<file path="src/shared/dsd_pkg.sv">
// constants for the dac command decoder
package dsd_pkg;
   // ----------------------------------------
   // sizes
   // ----------------------------------------
   localparam int NUM_CH = 16;
   localparam int CH_W   = 4;
   localparam int DAT_W  = 16;
   localparam int WORD_W = 32;
   localparam int CNT_W  = 6;
   localparam int SET_W  = 12;
   localparam int OFF_W  = 14;
   localparam int SPAN_W = 4;

   // ----------------------------------------
   // frame layout
   // ----------------------------------------
   localparam logic [5:0] LEN_SHORT = 6'h18;
   localparam logic [5:0] LEN_LONG  = 6'h20;
   localparam logic [5:0] CNT_MAX   = 6'h3F;
   localparam int CMD_MSB = 31;
   localparam int CMD_LSB = 24;
   localparam int DAT_MSB = 23;
   localparam int DAT_LSB = 8;

   // ----------------------------------------
   // command upper nibbles
   // ----------------------------------------
   localparam logic [3:0] NIB_WR_CODE    = 4'h0;
   localparam logic [3:0] NIB_WR_SET     = 4'h1;
   localparam logic [3:0] NIB_WR_OFF     = 4'h2;
   localparam logic [3:0] NIB_WR_GAIN    = 4'h3;
   localparam logic [3:0] NIB_WR_UPD     = 4'h4;
   localparam logic [3:0] NIB_WR_UPD_ALL = 4'h5;
   localparam logic [3:0] NIB_UPD        = 4'h6;
   localparam logic [3:0] NIB_RD_CODE    = 4'h8;
   localparam logic [3:0] NIB_RD_SET     = 4'h9;
   localparam logic [3:0] NIB_RD_OFF     = 4'hA;
   localparam logic [3:0] NIB_RD_GAIN    = 4'hB;

   // ----------------------------------------
   // whole command bytes
   // ----------------------------------------
   localparam logic [7:0] CMD_WR_CFG       = 8'h70;
   localparam logic [7:0] CMD_WR_PD        = 8'h71;
   localparam logic [7:0] CMD_WR_ABSEL     = 8'h72;
   localparam logic [7:0] CMD_WR_SWTGL     = 8'h73;
   localparam logic [7:0] CMD_WR_TGLEN     = 8'h74;
   localparam logic [7:0] CMD_WR_MUX       = 8'h75;
   localparam logic [7:0] CMD_WR_FAULT     = 8'h76;
   localparam logic [7:0] CMD_CODE_ALL     = 8'h78;
   localparam logic [7:0] CMD_CODE_UPD_ALL = 8'h79;
   localparam logic [7:0] CMD_SET_ALL      = 8'h7A;
   localparam logic [7:0] CMD_SET_UPD_ALL  = 8'h7B;
   localparam logic [7:0] CMD_UPD_ALL      = 8'h7C;
   localparam logic [7:0] CMD_RD_CFG       = 8'hF0;
   localparam logic [7:0] CMD_RD_PD        = 8'hF1;
   localparam logic [7:0] CMD_RD_ABSEL     = 8'hF2;
   localparam logic [7:0] CMD_RD_SWTGL     = 8'hF3;
   localparam logic [7:0] CMD_RD_TGLEN     = 8'hF4;
   localparam logic [7:0] CMD_RD_MUX       = 8'hF5;
   localparam logic [7:0] CMD_RD_FAULT     = 8'hF6;
   localparam logic [7:0] CMD_RD_THERM     = 8'hF7;
   localparam logic [7:0] CMD_NOP          = 8'hFF;

   // ----------------------------------------
   // field positions
   // ----------------------------------------
   localparam int SET_LSB        = 0;
   localparam int SPAN_LSB       = 0;
   localparam int OFF_LSB        = 2;
   localparam int CFG_CRC_EN_BIT = 0;

   // ----------------------------------------
   // reset values
   // ----------------------------------------
   localparam logic [15:0] RST_CODE = 16'h0000;
   localparam logic [11:0] RST_SET  = 12'h000;
   localparam logic [13:0] RST_OFF  = 14'h0000;
   localparam logic [15:0] RST_GAIN = 16'h0000;
   localparam logic [3:0]  RST_SPAN = 4'h0;
   localparam logic [15:0] RST_REG  = 16'h0000;
   localparam logic [31:0] RST_WORD = 32'h0000_0000;
endpackage

</file>
<file path="src/shared/dsd_frame_if.sv">
// frame hand-over between serial shifter and decoder
`timescale 1ns/1ns
interface dsd_frame_if;
   logic        frame_valid;
   logic [31:0] frame_word;
   logic [5:0]  frame_bits;
   logic [31:0] resp_word;

   modport shifter (
      output frame_valid,
      output frame_word,
      output frame_bits,
      input  resp_word
   );
   modport decoder (
      input  frame_valid,
      input  frame_word,
      input  frame_bits,
      output resp_word
   );
endinterface

</file>
<file path="src/verilog/dsd_command_decoder.sv">
// command decoder and per-channel double-buffered registers
`timescale 1ns/1ns
// Behaviour
// - low command nibble selects channel 0..15
// - no crc check for config, fault access
// - nibble 0 writes code input only
// - nibbles 1,2,3 write settings, offset, gain
// - 4 write+update one, 5 write+update all
// - nibble 6 updates addressed channel only
// - 71..76 write global registers in order
// - 70 writes config, trailing byte ignored
// - 78 code all, 79 plus update, 7C update
// - 7A settings all, 7B plus update all
// - nibbles 8..B read channel values
// - F0..F7 read globals, FF no operation
// - code and span each input plus dac
// - input A default, B for toggle
// - update copies input, clears power-down
// - update moves code and span together
// - update from command, pin pulse, toggle
// - code msb first after command byte
// - settings word field layout
// - update-only commands ignore data field
// - frame is 24 or 32 bits
// - execute only on select rising edge
// - read data returned in next frame
module dsd_command_decoder (
   input  wire logic          clk,                // system clock
   input  wire logic          rst,                // async reset, high
   input  wire logic          chip_select_load_n, // frame select, low active
   input  wire logic          sck,                // serial clock, sampled
   input  wire logic          sdi,                // serial data in
   input  wire logic          hw_update_pin_n,    // update pin, low pulse
   input  wire logic          crc_good,           // crc of current frame ok
   input  wire logic          thermal_shutdown,   // thermal status level
   output logic               sdo,                // serial data out
   output logic [255:0]       dac_code_out,       // dac code, 16 per channel
   output logic [63:0]        dac_span_out,       // dac span, 4 per channel
   output logic [15:0]        power_down_out,     // power-down per channel
   output logic [15:0]        config_out,         // configuration register
   output logic [15:0]        mux_ctrl_out,       // mux control register
   output logic [15:0]        toggle_en_out       // toggle enable register
);
   // ----------------------------------------
   // serial front end
   // ----------------------------------------
   dsd_frame_if fr ();

   dsd_spi_shift u_shift (
      .clk                (clk),
      .rst                (rst),
      .chip_select_load_n (chip_select_load_n),
      .sck                (sck),
      .sdi                (sdi),
      .sdo                (sdo),
      .fr                 (fr.shifter)
   );

   // ----------------------------------------
   // storage
   // ----------------------------------------
   logic [15:0] code_a_ff   [dsd_pkg::NUM_CH];
   logic [15:0] code_b_ff   [dsd_pkg::NUM_CH];
   logic [11:0] set_in_ff   [dsd_pkg::NUM_CH];
   logic [13:0] off_ff      [dsd_pkg::NUM_CH];
   logic [15:0] gain_ff     [dsd_pkg::NUM_CH];
   logic [15:0] dac_code_ff [dsd_pkg::NUM_CH];
   logic [3:0]  dac_span_ff [dsd_pkg::NUM_CH];
   logic [15:0] cfg_ff;
   logic [15:0] pd_ff;
   logic [15:0] absel_ff;
   logic [15:0] swtgl_ff;
   logic [15:0] tglen_ff;
   logic [15:0] mux_ff;
   logic [15:0] fault_ff;
   logic [15:0] tgl_upd_ff;
   logic        hw_update_pin_q_ff;
   logic [31:0] resp_ff;

   // ----------------------------------------
   // frame decode
   // ----------------------------------------
   wire [31:0] word_w = fr.frame_word;
   wire [7:0]  cmd_w  = word_w[dsd_pkg::CMD_MSB:dsd_pkg::CMD_LSB];
   wire [3:0]  hi_w   = cmd_w[7:4];
   wire [3:0]  ch_w   = cmd_w[3:0];
   wire [15:0] dat_w  = word_w[dsd_pkg::DAT_MSB:dsd_pkg::DAT_LSB];
   wire        long_w = (fr.frame_bits == dsd_pkg::LEN_LONG);
   wire        len_ok = long_w | (fr.frame_bits == dsd_pkg::LEN_SHORT);

   // config and fault access bypass the crc gate
   wire crc_exempt_w = (cmd_w == dsd_pkg::CMD_WR_CFG) | (cmd_w == dsd_pkg::CMD_RD_CFG) |
                       (cmd_w == dsd_pkg::CMD_WR_FAULT) | (cmd_w == dsd_pkg::CMD_RD_FAULT);
   wire crc_en_w     = cfg_ff[dsd_pkg::CFG_CRC_EN_BIT];
   wire crc_pass_w   = ~crc_en_w | crc_exempt_w | (long_w & crc_good);
   wire exec_w       = fr.frame_valid & len_ok & crc_pass_w;

   wire wr_code_one_w = (hi_w == dsd_pkg::NIB_WR_CODE) | (hi_w == dsd_pkg::NIB_WR_UPD) |
                        (hi_w == dsd_pkg::NIB_WR_UPD_ALL);
   wire wr_set_one_w  = (hi_w == dsd_pkg::NIB_WR_SET);
   wire wr_off_one_w  = (hi_w == dsd_pkg::NIB_WR_OFF);
   wire wr_gain_one_w = (hi_w == dsd_pkg::NIB_WR_GAIN);
   wire upd_one_w     = (hi_w == dsd_pkg::NIB_WR_UPD) | (hi_w == dsd_pkg::NIB_UPD);
   wire wr_code_all_w = (cmd_w == dsd_pkg::CMD_CODE_ALL) | (cmd_w == dsd_pkg::CMD_CODE_UPD_ALL);
   wire wr_set_all_w  = (cmd_w == dsd_pkg::CMD_SET_ALL) | (cmd_w == dsd_pkg::CMD_SET_UPD_ALL);
   // update-only commands never touch input registers
   wire upd_all_w     = (hi_w == dsd_pkg::NIB_WR_UPD_ALL) | (cmd_w == dsd_pkg::CMD_CODE_UPD_ALL) |
                        (cmd_w == dsd_pkg::CMD_SET_UPD_ALL) | (cmd_w == dsd_pkg::CMD_UPD_ALL);

   wire wr_cfg_w   = exec_w & (cmd_w == dsd_pkg::CMD_WR_CFG);
   wire wr_pd_w    = exec_w & (cmd_w == dsd_pkg::CMD_WR_PD);
   wire wr_absel_w = exec_w & (cmd_w == dsd_pkg::CMD_WR_ABSEL);
   wire wr_swtgl_w = exec_w & (cmd_w == dsd_pkg::CMD_WR_SWTGL);
   wire wr_tglen_w = exec_w & (cmd_w == dsd_pkg::CMD_WR_TGLEN);
   wire wr_mux_w   = exec_w & (cmd_w == dsd_pkg::CMD_WR_MUX);
   wire wr_fault_w = exec_w & (cmd_w == dsd_pkg::CMD_WR_FAULT);

   wire is_rd_ch_w  = (hi_w >= dsd_pkg::NIB_RD_CODE) & (hi_w <= dsd_pkg::NIB_RD_GAIN);
   wire is_rd_gl_w  = (cmd_w >= dsd_pkg::CMD_RD_CFG) & (cmd_w <= dsd_pkg::CMD_RD_THERM);
   // anything outside the tables decodes to no strobe at all
   wire known_w     = (hi_w <= dsd_pkg::NIB_UPD) | is_rd_ch_w | is_rd_gl_w |
                      ((cmd_w >= dsd_pkg::CMD_WR_CFG) & (cmd_w <= dsd_pkg::CMD_WR_FAULT)) |
                      ((cmd_w >= dsd_pkg::CMD_CODE_ALL) & (cmd_w <= dsd_pkg::CMD_UPD_ALL)) |
                      (cmd_w == dsd_pkg::CMD_NOP);
   wire is_read_w   = is_rd_ch_w | is_rd_gl_w;

   // pin falling edge updates every channel
   wire hw_update_pin_fall_w = hw_update_pin_q_ff & ~hw_update_pin_n;

   // ----------------------------------------
   // per-channel registers
   // ----------------------------------------
   logic [15:0] wr_code_v;
   logic [15:0] wr_set_v;
   logic [15:0] wr_off_v;
   logic [15:0] wr_gain_v;
   logic [15:0] upd_v;
   logic [15:0] use_b_v;

   for (genvar i = 0; i < dsd_pkg::NUM_CH; i++) begin : g_ch
      wire sel_w = (ch_w == 4'(i));
      assign wr_code_v[i] = exec_w & ((wr_code_one_w & sel_w) | wr_code_all_w);
      assign wr_set_v[i]  = exec_w & ((wr_set_one_w & sel_w) | wr_set_all_w);
      assign wr_off_v[i]  = exec_w & wr_off_one_w & sel_w;
      assign wr_gain_v[i] = exec_w & wr_gain_one_w & sel_w;
      assign upd_v[i]     = (exec_w & ((upd_one_w & sel_w) | upd_all_w)) |
                            hw_update_pin_fall_w | tgl_upd_ff[i];
      // B only feeds the dac while toggling
      assign use_b_v[i]   = tglen_ff[i] & swtgl_ff[i];
      // same-frame write reaches the dac together with its update
      wire [15:0] code_a_w = (wr_code_v[i] & ~absel_ff[i]) ? dat_w : code_a_ff[i];
      wire [15:0] code_b_w = (wr_code_v[i] & absel_ff[i]) ? dat_w : code_b_ff[i];
      wire [11:0] set_w    = wr_set_v[i] ? dat_w[dsd_pkg::SET_W-1:dsd_pkg::SET_LSB] :
                             set_in_ff[i];

      always_ff @(posedge clk or posedge rst) begin
         if (rst) begin
            code_a_ff[i] <= dsd_pkg::RST_CODE;
            code_b_ff[i] <= dsd_pkg::RST_CODE;
         end else if (wr_code_v[i]) begin
            if (absel_ff[i]) begin
               code_b_ff[i] <= dat_w;
            end else begin
               code_a_ff[i] <= dat_w;
            end
         end
      end

      always_ff @(posedge clk or posedge rst) begin
         if (rst) begin
            set_in_ff[i] <= dsd_pkg::RST_SET;
            off_ff[i]    <= dsd_pkg::RST_OFF;
            gain_ff[i]   <= dsd_pkg::RST_GAIN;
         end else begin
            if (wr_set_v[i]) set_in_ff[i] <= dat_w[dsd_pkg::SET_W-1:dsd_pkg::SET_LSB];
            if (wr_off_v[i]) off_ff[i] <= dat_w[15:dsd_pkg::OFF_LSB];
            if (wr_gain_v[i]) gain_ff[i] <= dat_w;
         end
      end

      // active registers: code and span always move together
      always_ff @(posedge clk or posedge rst) begin
         if (rst) begin
            dac_code_ff[i] <= dsd_pkg::RST_CODE;
            dac_span_ff[i] <= dsd_pkg::RST_SPAN;
         end else if (upd_v[i]) begin
            dac_code_ff[i] <= use_b_v[i] ? code_b_w : code_a_w;
            dac_span_ff[i] <= set_w[dsd_pkg::SPAN_W-1:dsd_pkg::SPAN_LSB];
         end
      end

      assign dac_code_out[i*16 +: 16] = dac_code_ff[i];
      assign dac_span_out[i*4 +: 4]   = dac_span_ff[i];
   end

   // ----------------------------------------
   // global registers
   // ----------------------------------------
   // an update wakes a powered-down channel
   wire [15:0] nxt_pd_ff    = (wr_pd_w ? dat_w : pd_ff) & ~upd_v;
   wire [15:0] nxt_tgl_upd  = wr_swtgl_w ? tglen_ff : 16'h0000;

   always_ff @(posedge clk or posedge rst) begin
      if (rst) begin
         cfg_ff     <= dsd_pkg::RST_REG;
         pd_ff      <= dsd_pkg::RST_REG;
         absel_ff   <= dsd_pkg::RST_REG;
         swtgl_ff   <= dsd_pkg::RST_REG;
         tglen_ff   <= dsd_pkg::RST_REG;
         mux_ff     <= dsd_pkg::RST_REG;
         fault_ff   <= dsd_pkg::RST_REG;
         tgl_upd_ff <= dsd_pkg::RST_REG;
         hw_update_pin_q_ff  <= 1'b1;
      end else begin
         if (wr_cfg_w) cfg_ff <= dat_w;
         pd_ff <= nxt_pd_ff;
         if (wr_absel_w) absel_ff <= dat_w;
         if (wr_swtgl_w) swtgl_ff <= dat_w;
         if (wr_tglen_w) tglen_ff <= dat_w;
         if (wr_mux_w) mux_ff <= dat_w;
         if (wr_fault_w) fault_ff <= dat_w;
         tgl_upd_ff <= nxt_tgl_upd;
         hw_update_pin_q_ff  <= hw_update_pin_n;
      end
   end

   // ----------------------------------------
   // readback
   // ----------------------------------------
   wire [15:0] rd_data_w =
      (hi_w == dsd_pkg::NIB_RD_CODE)     ? dac_code_ff[ch_w] :
      (hi_w == dsd_pkg::NIB_RD_SET)      ? {4'h0, set_in_ff[ch_w]} :
      (hi_w == dsd_pkg::NIB_RD_OFF)      ? {off_ff[ch_w], 2'b00} :
      (hi_w == dsd_pkg::NIB_RD_GAIN)     ? gain_ff[ch_w] :
      (cmd_w == dsd_pkg::CMD_RD_CFG)     ? cfg_ff :
      (cmd_w == dsd_pkg::CMD_RD_PD)      ? pd_ff :
      (cmd_w == dsd_pkg::CMD_RD_ABSEL)   ? absel_ff :
      (cmd_w == dsd_pkg::CMD_RD_SWTGL)   ? swtgl_ff :
      (cmd_w == dsd_pkg::CMD_RD_TGLEN)   ? tglen_ff :
      (cmd_w == dsd_pkg::CMD_RD_MUX)     ? mux_ff :
      (cmd_w == dsd_pkg::CMD_RD_FAULT)   ? fault_ff :
      (cmd_w == dsd_pkg::CMD_RD_THERM)   ? {15'h0000, thermal_shutdown} : 16'h0000;

   // reads return data, writes echo the word; short frames carry no echo
   wire [31:0] rd_word_w = long_w ? {cmd_w, rd_data_w, 8'h00} : {8'h00, rd_data_w, 8'h00};
   wire [31:0] nxt_resp  = ~exec_w ? dsd_pkg::RST_WORD :
                           is_read_w ? rd_word_w :
                           long_w ? word_w : dsd_pkg::RST_WORD;

   always_ff @(posedge clk or posedge rst) begin
      if (rst) begin
         resp_ff <= dsd_pkg::RST_WORD;
      end else if (fr.frame_valid) begin
         resp_ff <= nxt_resp;
      end
   end

   assign fr.resp_word   = resp_ff;
   assign power_down_out = pd_ff;
   assign config_out     = cfg_ff;
   assign mux_ctrl_out   = mux_ff;
   assign toggle_en_out  = tglen_ff;
endmodule

</file>
<file path="src/verilog/dsd_spi_shift.sv">
// serial shifter: collects one frame, plays back the response word
`timescale 1ns/1ns
module dsd_spi_shift (
   input  wire logic       clk,                // system clock
   input  wire logic       rst,                // async reset, high
   input  wire logic       chip_select_load_n, // frame select, low active
   input  wire logic       sck,                // serial clock, sampled
   input  wire logic       sdi,                // serial data in
   output logic            sdo,                // serial data out
   dsd_frame_if.shifter    fr                  // frame to decoder
);
   logic                       cs_q_ff;
   logic                       sck_q_ff;
   logic [dsd_pkg::WORD_W-1:0] in_ff;
   logic [dsd_pkg::WORD_W-1:0] out_ff;
   logic [dsd_pkg::CNT_W-1:0]  cnt_ff;
   logic                       sdo_ff;
   logic                       valid_ff;
   logic [dsd_pkg::WORD_W-1:0] word_ff;
   logic [dsd_pkg::CNT_W-1:0]  bits_ff;

   wire cs_fall_w  = cs_q_ff & ~chip_select_load_n;
   wire cs_rise_w  = ~cs_q_ff & chip_select_load_n;
   wire sck_rise_w = ~chip_select_load_n & ~sck_q_ff & sck;
   wire sck_fall_w = ~chip_select_load_n & sck_q_ff & ~sck;
   // 24-bit frames are left-aligned so the decoder sees one layout
   wire [31:0] word_w = (cnt_ff == dsd_pkg::LEN_SHORT) ? {in_ff[23:0], 8'h00} : in_ff;

   always_ff @(posedge clk or posedge rst) begin
      if (rst) begin
         cs_q_ff  <= 1'b1;
         sck_q_ff <= 1'b0;
      end else begin
         cs_q_ff  <= chip_select_load_n;
         sck_q_ff <= sck;
      end
   end

   // msb first capture on rising serial edges
   always_ff @(posedge clk or posedge rst) begin
      if (rst) begin
         in_ff  <= dsd_pkg::RST_WORD;
         cnt_ff <= '0;
      end else if (cs_fall_w) begin
         cnt_ff <= '0;
      end else if (sck_rise_w) begin
         in_ff  <= {in_ff[30:0], sdi};
         cnt_ff <= (cnt_ff == dsd_pkg::CNT_MAX) ? cnt_ff : cnt_ff + 6'h01;
      end
   end

   // response shifts out on falling serial edges
   always_ff @(posedge clk or posedge rst) begin
      if (rst) begin
         out_ff <= dsd_pkg::RST_WORD;
         sdo_ff <= 1'b0;
      end else if (cs_fall_w) begin
         out_ff <= fr.resp_word;
         sdo_ff <= fr.resp_word[31];
      end else if (sck_fall_w) begin
         out_ff <= {out_ff[30:0], 1'b0};
         sdo_ff <= out_ff[30];
      end else if (cs_rise_w) begin
         sdo_ff <= 1'b0;
      end
   end

   // frame handed over only at the end of select
   always_ff @(posedge clk or posedge rst) begin
      if (rst) begin
         valid_ff <= 1'b0;
         word_ff  <= dsd_pkg::RST_WORD;
         bits_ff  <= '0;
      end else begin
         valid_ff <= cs_rise_w;
         if (cs_rise_w) begin
            word_ff <= word_w;
            bits_ff <= cnt_ff;
         end
      end
   end

   assign sdo            = sdo_ff;
   assign fr.frame_valid = valid_ff;
   assign fr.frame_word  = word_ff;
   assign fr.frame_bits  = bits_ff;
endmodule

</file>
<file path="config.mk">
export PLATFORM = sky130hd
export DESIGN_NAME = dsd_command_decoder
export DESIGN_NICKNAME = d
export VERILOG_FILES = /design/src/shared/dsd_pkg.sv /design/src/shared/dsd_frame_if.sv /design/src/verilog/dsd_command_decoder.sv /design/src/verilog/dsd_spi_shift.sv
export SDC_FILE = /design/constraint.sdc
export NUM_CORES = 2
export LEC_CHECK = 0
export ABC_CLOCK_PERIOD_IN_PS = 69100
export CAP_MARGIN = 20
export CORE_ASPECT_RATIO = 1.2
export CORE_MARGIN = 2
export CORE_UTILIZATION = 50
export DETAILED_ROUTE_END_ITERATION = 10
export DONT_BUFFER_PORTS = 1
export GPL_TIMING_DRIVEN = 0
export SYNTH_ARGS = -nofsm -noshare
export SYNTH_HDL_FRONTEND = slang
export SYNTH_SLANG_ARGS = --single-unit
</file>
<file path="constraint.sdc">
create_clock -name clk -period 69.1 [get_ports clk]
set_input_delay 6.91 -clock clk [delete_from_list [all_inputs] [get_ports clk]]
set_output_delay 6.91 -clock clk [all_outputs]
set_load 0.02 [all_outputs]
</file>
Word-level counts from Yosys, hierarchy flattened
Cells that the tools add are included.

Bits in registers: 1776. Logic and storage cells: 663. Input bits: 8. Output and inout port bits: 385.

Multiplexer cells: 103. Bitwise logic cells: 318. Add/sub/neg operators: 1. Magnitude comparators: 5. Equal/unequal tests: 50. Reductions and logical operators: 39.

Operators by type and width (count): $mux 16 (65); $and 1x1->1 (197); $mux 32 (5); $bmux 16 s4 (2); $eq 8x7->1 const B (12); $or 1x1->1 (95); $reduce_and 2->1 (34); $eq 8x8->1 const B (8); $mux 4 (16); $mux 31 (2); $bmux 14 s4 (1); $bmux 12 s4 (1); $eq 4x4->1 const B (12); $eq 4x3->1 const B (7); $mux 14 (2); $mux 12 (2); $not 1->1 (23); $mux 6 (3); $and 16x16->16 (1); $eq 4x2->1 const B (4); $not 16->16 (1); $eq 6x5->1 const B (2); $eq 6x6->1 const B (2); $eq 4x1->1 const B (2); 12 further kinds (17).

Depth between registers and ports, before layout
Word-level depth: 16. Mapped depth: 13. Gate-level depth less buffers: 6.

Hierarchy
A second synthesis with hierarchy kept.

Cells, all modules: 6427. Area total of the unflattened synthesis: 83133.5 µm².

By module, submodules not included: dsd_command_decoder (times used 1, area each 78107.4 µm², cells each 5983, sequential area each 41666.2 µm²); dsd_spi_shift (times used 1, area each 5026.1 µm², cells each 444, sequential area each 2778.9 µm²).

Worst setup path after synthesis
OpenSTA, ideal clock, no wires.

Kind: input-to-reg. From: in crc_good. To: reg dac_span_ff (netlist bit dac_span_out[32]). Path buffers: 3. Path slack: 60.304 ns. Data arrival time: 8.671 ns. Stages on the path: 8. Required time: 68.975 ns. Cells stage by stage: and3_1 -> buf_4 -> o21ai_2 -> buf_2 -> a21o_1 -> buf_2 -> mux2_2 -> mux2_2.

Elaborated cells between the ends (all ways): 8. Classes of those cells: 1 x mux; 7 x bitwise.

RTL lines: start: declaration (RTL line dsd_command_decoder.sv:34) `input wire logic crc_good,`; $and 1x1->1 (RTL line dsd_command_decoder.sv:95) `wire crc_pass_w = ~crc_en_w | crc_exempt_w | (long_w & crc_good);`; $or 1x1->1 (RTL line dsd_command_decoder.sv:95); $and 1x1->1 (RTL line dsd_command_decoder.sv:96) `wire exec_w = fr.frame_valid & len_ok & crc_pass_w;`; $and 1x1->1 (RTL line dsd_command_decoder.sv:143) `assign wr_set_v[i] = exec_w & ((wr_set_one_w & sel_w) | wr_set_all_w);`; $mux 4; net g_ch[8].set_w[0] (RTL line dsd_command_decoder.sv:153) `wire [11:0] set_w = wr_set_v[i] ? dat_w[dsd_pkg::SET_W-1:dsd_pkg::SET_LSB] :`; end signal: indexed assignment (RTL line dsd_command_decoder.sv:185) `dac_span_ff[i] <= dsd_pkg::RST_SPAN;`; end signal: indexed assignment (RTL line dsd_command_decoder.sv:188) `dac_span_ff[i] <= set_w[dsd_pkg::SPAN_W-1:dsd_pkg::SPAN_LSB];`; end: declaration (RTL line dsd_command_decoder.sv:68) `logic [3:0] dac_span_ff [dsd_pkg::NUM_CH];`.

The timed path passes the listed nets, and every way through them passes these cells. A chain may end at the register's enable or synchronous reset.

Worst setup path after layout
From: in crc_good. To: reg off_ff[217] (netlist bit).

Cells in the longest elaborated chain, start to end: 5.

RTL lines: $and 1x1->1 (RTL line dsd_command_decoder.sv:95); $or 1x1->1 (RTL line dsd_command_decoder.sv:95); $and 1x1->1 (RTL line dsd_command_decoder.sv:96); $and 1x1->1 (2 in series) (RTL line dsd_command_decoder.sv:144) `assign wr_off_v[i] = exec_w & wr_off_one_w & sel_w;`; end signal: indexed assignment (RTL line dsd_command_decoder.sv:172) `off_ff[i] <= dsd_pkg::RST_OFF;`; end signal: indexed assignment (RTL line dsd_command_decoder.sv:176) `if (wr_off_v[i]) off_ff[i] <= dat_w[15:dsd_pkg::OFF_LSB];`; end: declaration (RTL line dsd_command_decoder.sv:65) `logic [13:0] off_ff [dsd_pkg::NUM_CH];`.

No other way between the ends.

==> qor.yml <==
end_kind: "register"
cp.arrival_ns: 10.30
cts_resized: 0
rsz0062_at_grt: "false"
cts.clk_slew.worst_paths_ns: 0.06
slew_headroom_pct: 10.32
globalplace.congestion: 1.093
core-area_um2: 164000
track_usage_pct: 52.25
pwr-share-comb_pct: 2.8
syn_area_um2: 82380
status: "complete, no violations"
whs_ns: 0.4575
hold_path.class: "reg -> reg"
syn_inst: 6276
rr_worst_depth: 11
io_pins: 393
antenna_found_initial: 81
route.detailed.wl_per_inst_um: 49.56
grt_pass1_wl_um: 579800
r2r_start: "u_shift.fr.frame_word[25]$_DFFE_PP0P_"
drtPass1Iterations: 9
finalWirelength_um: 442700
p_int_mw: 1.663
grt_max_degree: 129
met3RoutedLength_um: 58380
p_sw_share_pct: 23.99
numCtsBuffers: 184
route.detailed.drc: 0
vias_per_cell: 7.205
r2r_slack_ns: 62.72
worstHoldStart: "code_b_ff[138]$_DFFE_PP0P_"
setup_violations: 0
final_core_util_pct: 57.12
cts-root-buf: "clkbuf_16"
die_x_um: 374.6
worstPathRequired_ns: 69.85
seq_area_frac_synth_pct: 53.95
fill_cells: 13780
clock_sinks: 1776
r2r-end: "fr.resp_word[12]$_DFFE_PP0P_"
worst_pin_slew_ns: 1.345
synth_cell_types: 100
multi_input_area_um2: 35160
period_minus_slack_ns: 9.551
grt_pass1_vias: 61070
mostFrequentLayoutCells: "1774 x dfrtp_1, 1438 x mux2_2, 410 x nand2_1"
fmax_mhz: 104.7
fin_skew_ns: 0.04683
drv_slew: 0
initial_utilization_pct: 50.24
wl_met2_um: 180800
cts_tree: "built"
fin_crit_sh_pct: 13.82
met1_length_um: 152900
synth.avg_cell_area_um2: 13.13
antenna_left: 0
p_sw_mw: 0.5250
fin_setup_tns_ns: 0
hold_violations: 0
synthFlopType: "dfrtp_1"
synthArstFlopShare_pct: 100.0
startpoint_type: "primary input"
port_buffers: 0
synth_seq_cells: 1776
nNetsFinal: 6587
drtIter0Drc: 9158
drive_above_1_share_pct: 35.78
placed_cells: 8526
die_area_um2: 168000
grt.overflow.total: 0
highest_layer: "met5"
hold_buffers: 0
area_growth_syn_to_layout_pct: 13.69
crit_type: "in -> reg"
power.leakage_nw: 44.18
clockBufferDepth: 3
vias: 64360
whs_path_depth: 2
dp_hpwl_um: 332300
final-seq-area_um2: 44450
seqPwrFrac_pct: 48.7
htreeDepth: 4
synth_edf_count: 0
layout_commonest_cell: "dfrtp_1"
max_cap_viol_count: 0
pwr-share-clk_pct: 48.5
fin_cells: 8933
yosysWarnings: 0
post_cts_buffers: 0
power.density_nw_per_um2: 23.36
critPathMaxFanout: 10
irDropWorstVdd_uv: 22.82
row_count: 163
clkLatencyLatePin_ns: 0.89
min_to: "code_b_ff[138]$_DFFE_PP0P_"
syn_nets: 6286
die_h_um: 448.7
==> Yosys cell counts, types with 6 or more instances <==
| cell | number | area (um2) |
|---|---|---|
| a2111oi_0 | 11 | 96.34 |
| a211o_1 | 21 | 183.9 |
| a211oi_1 | 23 | 172.7 |
| a21oi_1 | 83 | 415.4 |
| a221o_1 | 164 | 1642 |
| a221oi_1 | 33 | 289.0 |
| a22o_1 | 26 | 227.7 |
| a22oi_1 | 107 | 803.3 |
| a31oi_1 | 92 | 575.6 |
| a32oi_1 | 13 | 113.9 |
| and2_1 | 53 | 331.6 |
| and3_1 | 154 | 963.4 |
| buf_1 | 20 | 75.07 |
| buf_2 | 194 | 970.9 |
| buf_4 | 26 | 195.2 |
| clkbuf_1 | 356 | 1336 |
| dfrtp_1 | 1774 | 44390 |
| inv_1 | 64 | 240.2 |
| mux2_1 | 55 | 619.3 |
| mux2_2 | 1438 | 16190 |
| mux2i_1 | 186 | 1862 |
| mux4_2 | 184 | 4144 |
| nand2_1 | 410 | 1539 |
| nand2b_1 | 12 | 75.07 |
| nand3_1 | 75 | 375.4 |
| nand4_1 | 25 | 156.4 |
| nor2_1 | 167 | 626.9 |
| nor2_2 | 15 | 93.84 |
| nor2_4 | 8 | 90.09 |
| nor2b_1 | 14 | 87.58 |
| nor3_1 | 28 | 140.1 |
| nor3_2 | 13 | 130.1 |
| nor3_4 | 8 | 130.1 |
| nor3b_1 | 19 | 142.6 |
| nor4_1 | 13 | 81.33 |
| o2111ai_1 | 12 | 105.1 |
| o211ai_1 | 21 | 157.7 |
| o21a_1 | 6 | 45.04 |
| o21ai_0 | 150 | 750.7 |
| o221ai_1 | 15 | 131.4 |
| o22ai_1 | 53 | 331.6 |
| o32ai_1 | 8 | 70.07 |
| xnor2_1 | 16 | 140.1 |
| xor2_1 | 6 | 52.55 |
==> power by group through the flow <==
stage / Sequential (mW) / Clock [mW] / Combinational (mW)
2_1_floorplan: 1.08 / 0 / 0.0344
3_3_place_gp: 1.09 / 0 / 0.0556
4_1_cts: 1.06 / 1.06 / 0.0607
5_1_grt: 1.06 / 1.10 / 0.0652
6_report: 1.07 / 1.06 / 0.0613
3_5_place_dp: 1.08 / 0 / 0.0606
==> state kept, by name, indices dropped and copies added, names as in the netlist, 31 cells and up <==
| name | count |
|---|---|
| gain_ff | 256 |
| u_shift.out_ff | 31 |
| fr.resp_word | 32 |
| dac_span_out | 64 |
| dac_code_out | 256 |
| code_b_ff | 256 |
| set_in_ff | 192 |
| u_shift.fr.frame_word | 32 |
| off_ff | 224 |
| code_a_ff | 256 |
| u_shift.in_ff | 32 |
==> per-layer routing <==
layer / GRT usage, % / vias to the layer above
met3: 21.75 / 1579
met2: 71.91 / 5144
met1: 61.66 / 33810
met4: 48.22 / 14
met5: 0 / -
li1: - / 23810
==> cell type report <==
cell class                      count  share of cell area [%]
Sequential cell                  1776                   47.45
Multi-Input combinational cell   3836                   37.54
Clock buffer                      281                   5.955
Tap cell                         2145                   2.865
Buffer                            598                   2.863
Timing Repair Buffer              115                   2.115
Clock inverter                     56                  0.7828
Inverter                           66                  0.2725
Antenna cell                       60                  0.1603
==> worst max path at each step <==
stage                                     to  depth (start not counted)     start  slack (ns)
6_report             off_ff[217]$_DFFE_PP0P_                          6  crc_good       59.55
5_1_grt             set_in_ff[168]$_DFF_PP0_                          6       rst       59.61
4_1_cts              off_ff[217]$_DFFE_PP0P_                          6  crc_good       59.83
3_5_place_dp         off_ff[212]$_DFFE_PP0P_                          6  crc_good       58.92
3_3_place_gp   dac_code_out[164]$_DFFE_PP0P_                          1       rst       -8.09
2_1_floorplan        absel_ff[0]$_DFFE_PP0P_                          1       rst       12.06
==> cells by family (layout without fill, tap and decap cells) <==
logic type               count (synthesis)  count (layout)  synth area share, %
multiplexers                          1863            1863                27.70
XOR/XNOR                                22              22               0.2339
adder cells (fa/ha/maj)                  2               2              0.03037
flip-flops                            1776            1776                53.95
AND/OR/NAND/NOR                       1060            1060                6.534
buffers and inverters                  664            1116                3.457
AO/OA/AOI/OAI                          889             889                8.099
other                                    0              60                    0
==> stage by stage <==
stage          cell area [um2]  total power, mW  setup WS (ns)
2_1_floorplan            82380            1.114          12.06
3_3_place_gp             85070            1.145         -8.092
3_5_place_dp             87080            1.145          58.92
4_1_cts                  93390            2.181          59.83
5_1_grt                  93540            2.225          59.61
6_report                 93660            2.188          59.55
==> worst max-delay path, cell delays in order <==
cell and delay (ns):
nand3_1 0.10, a21boi_2 0.93, nand4_2 0.48, nor2_1 0.86
buf_2 0.58, mux2_2 0.40
(Power assumes the default switching activity.)
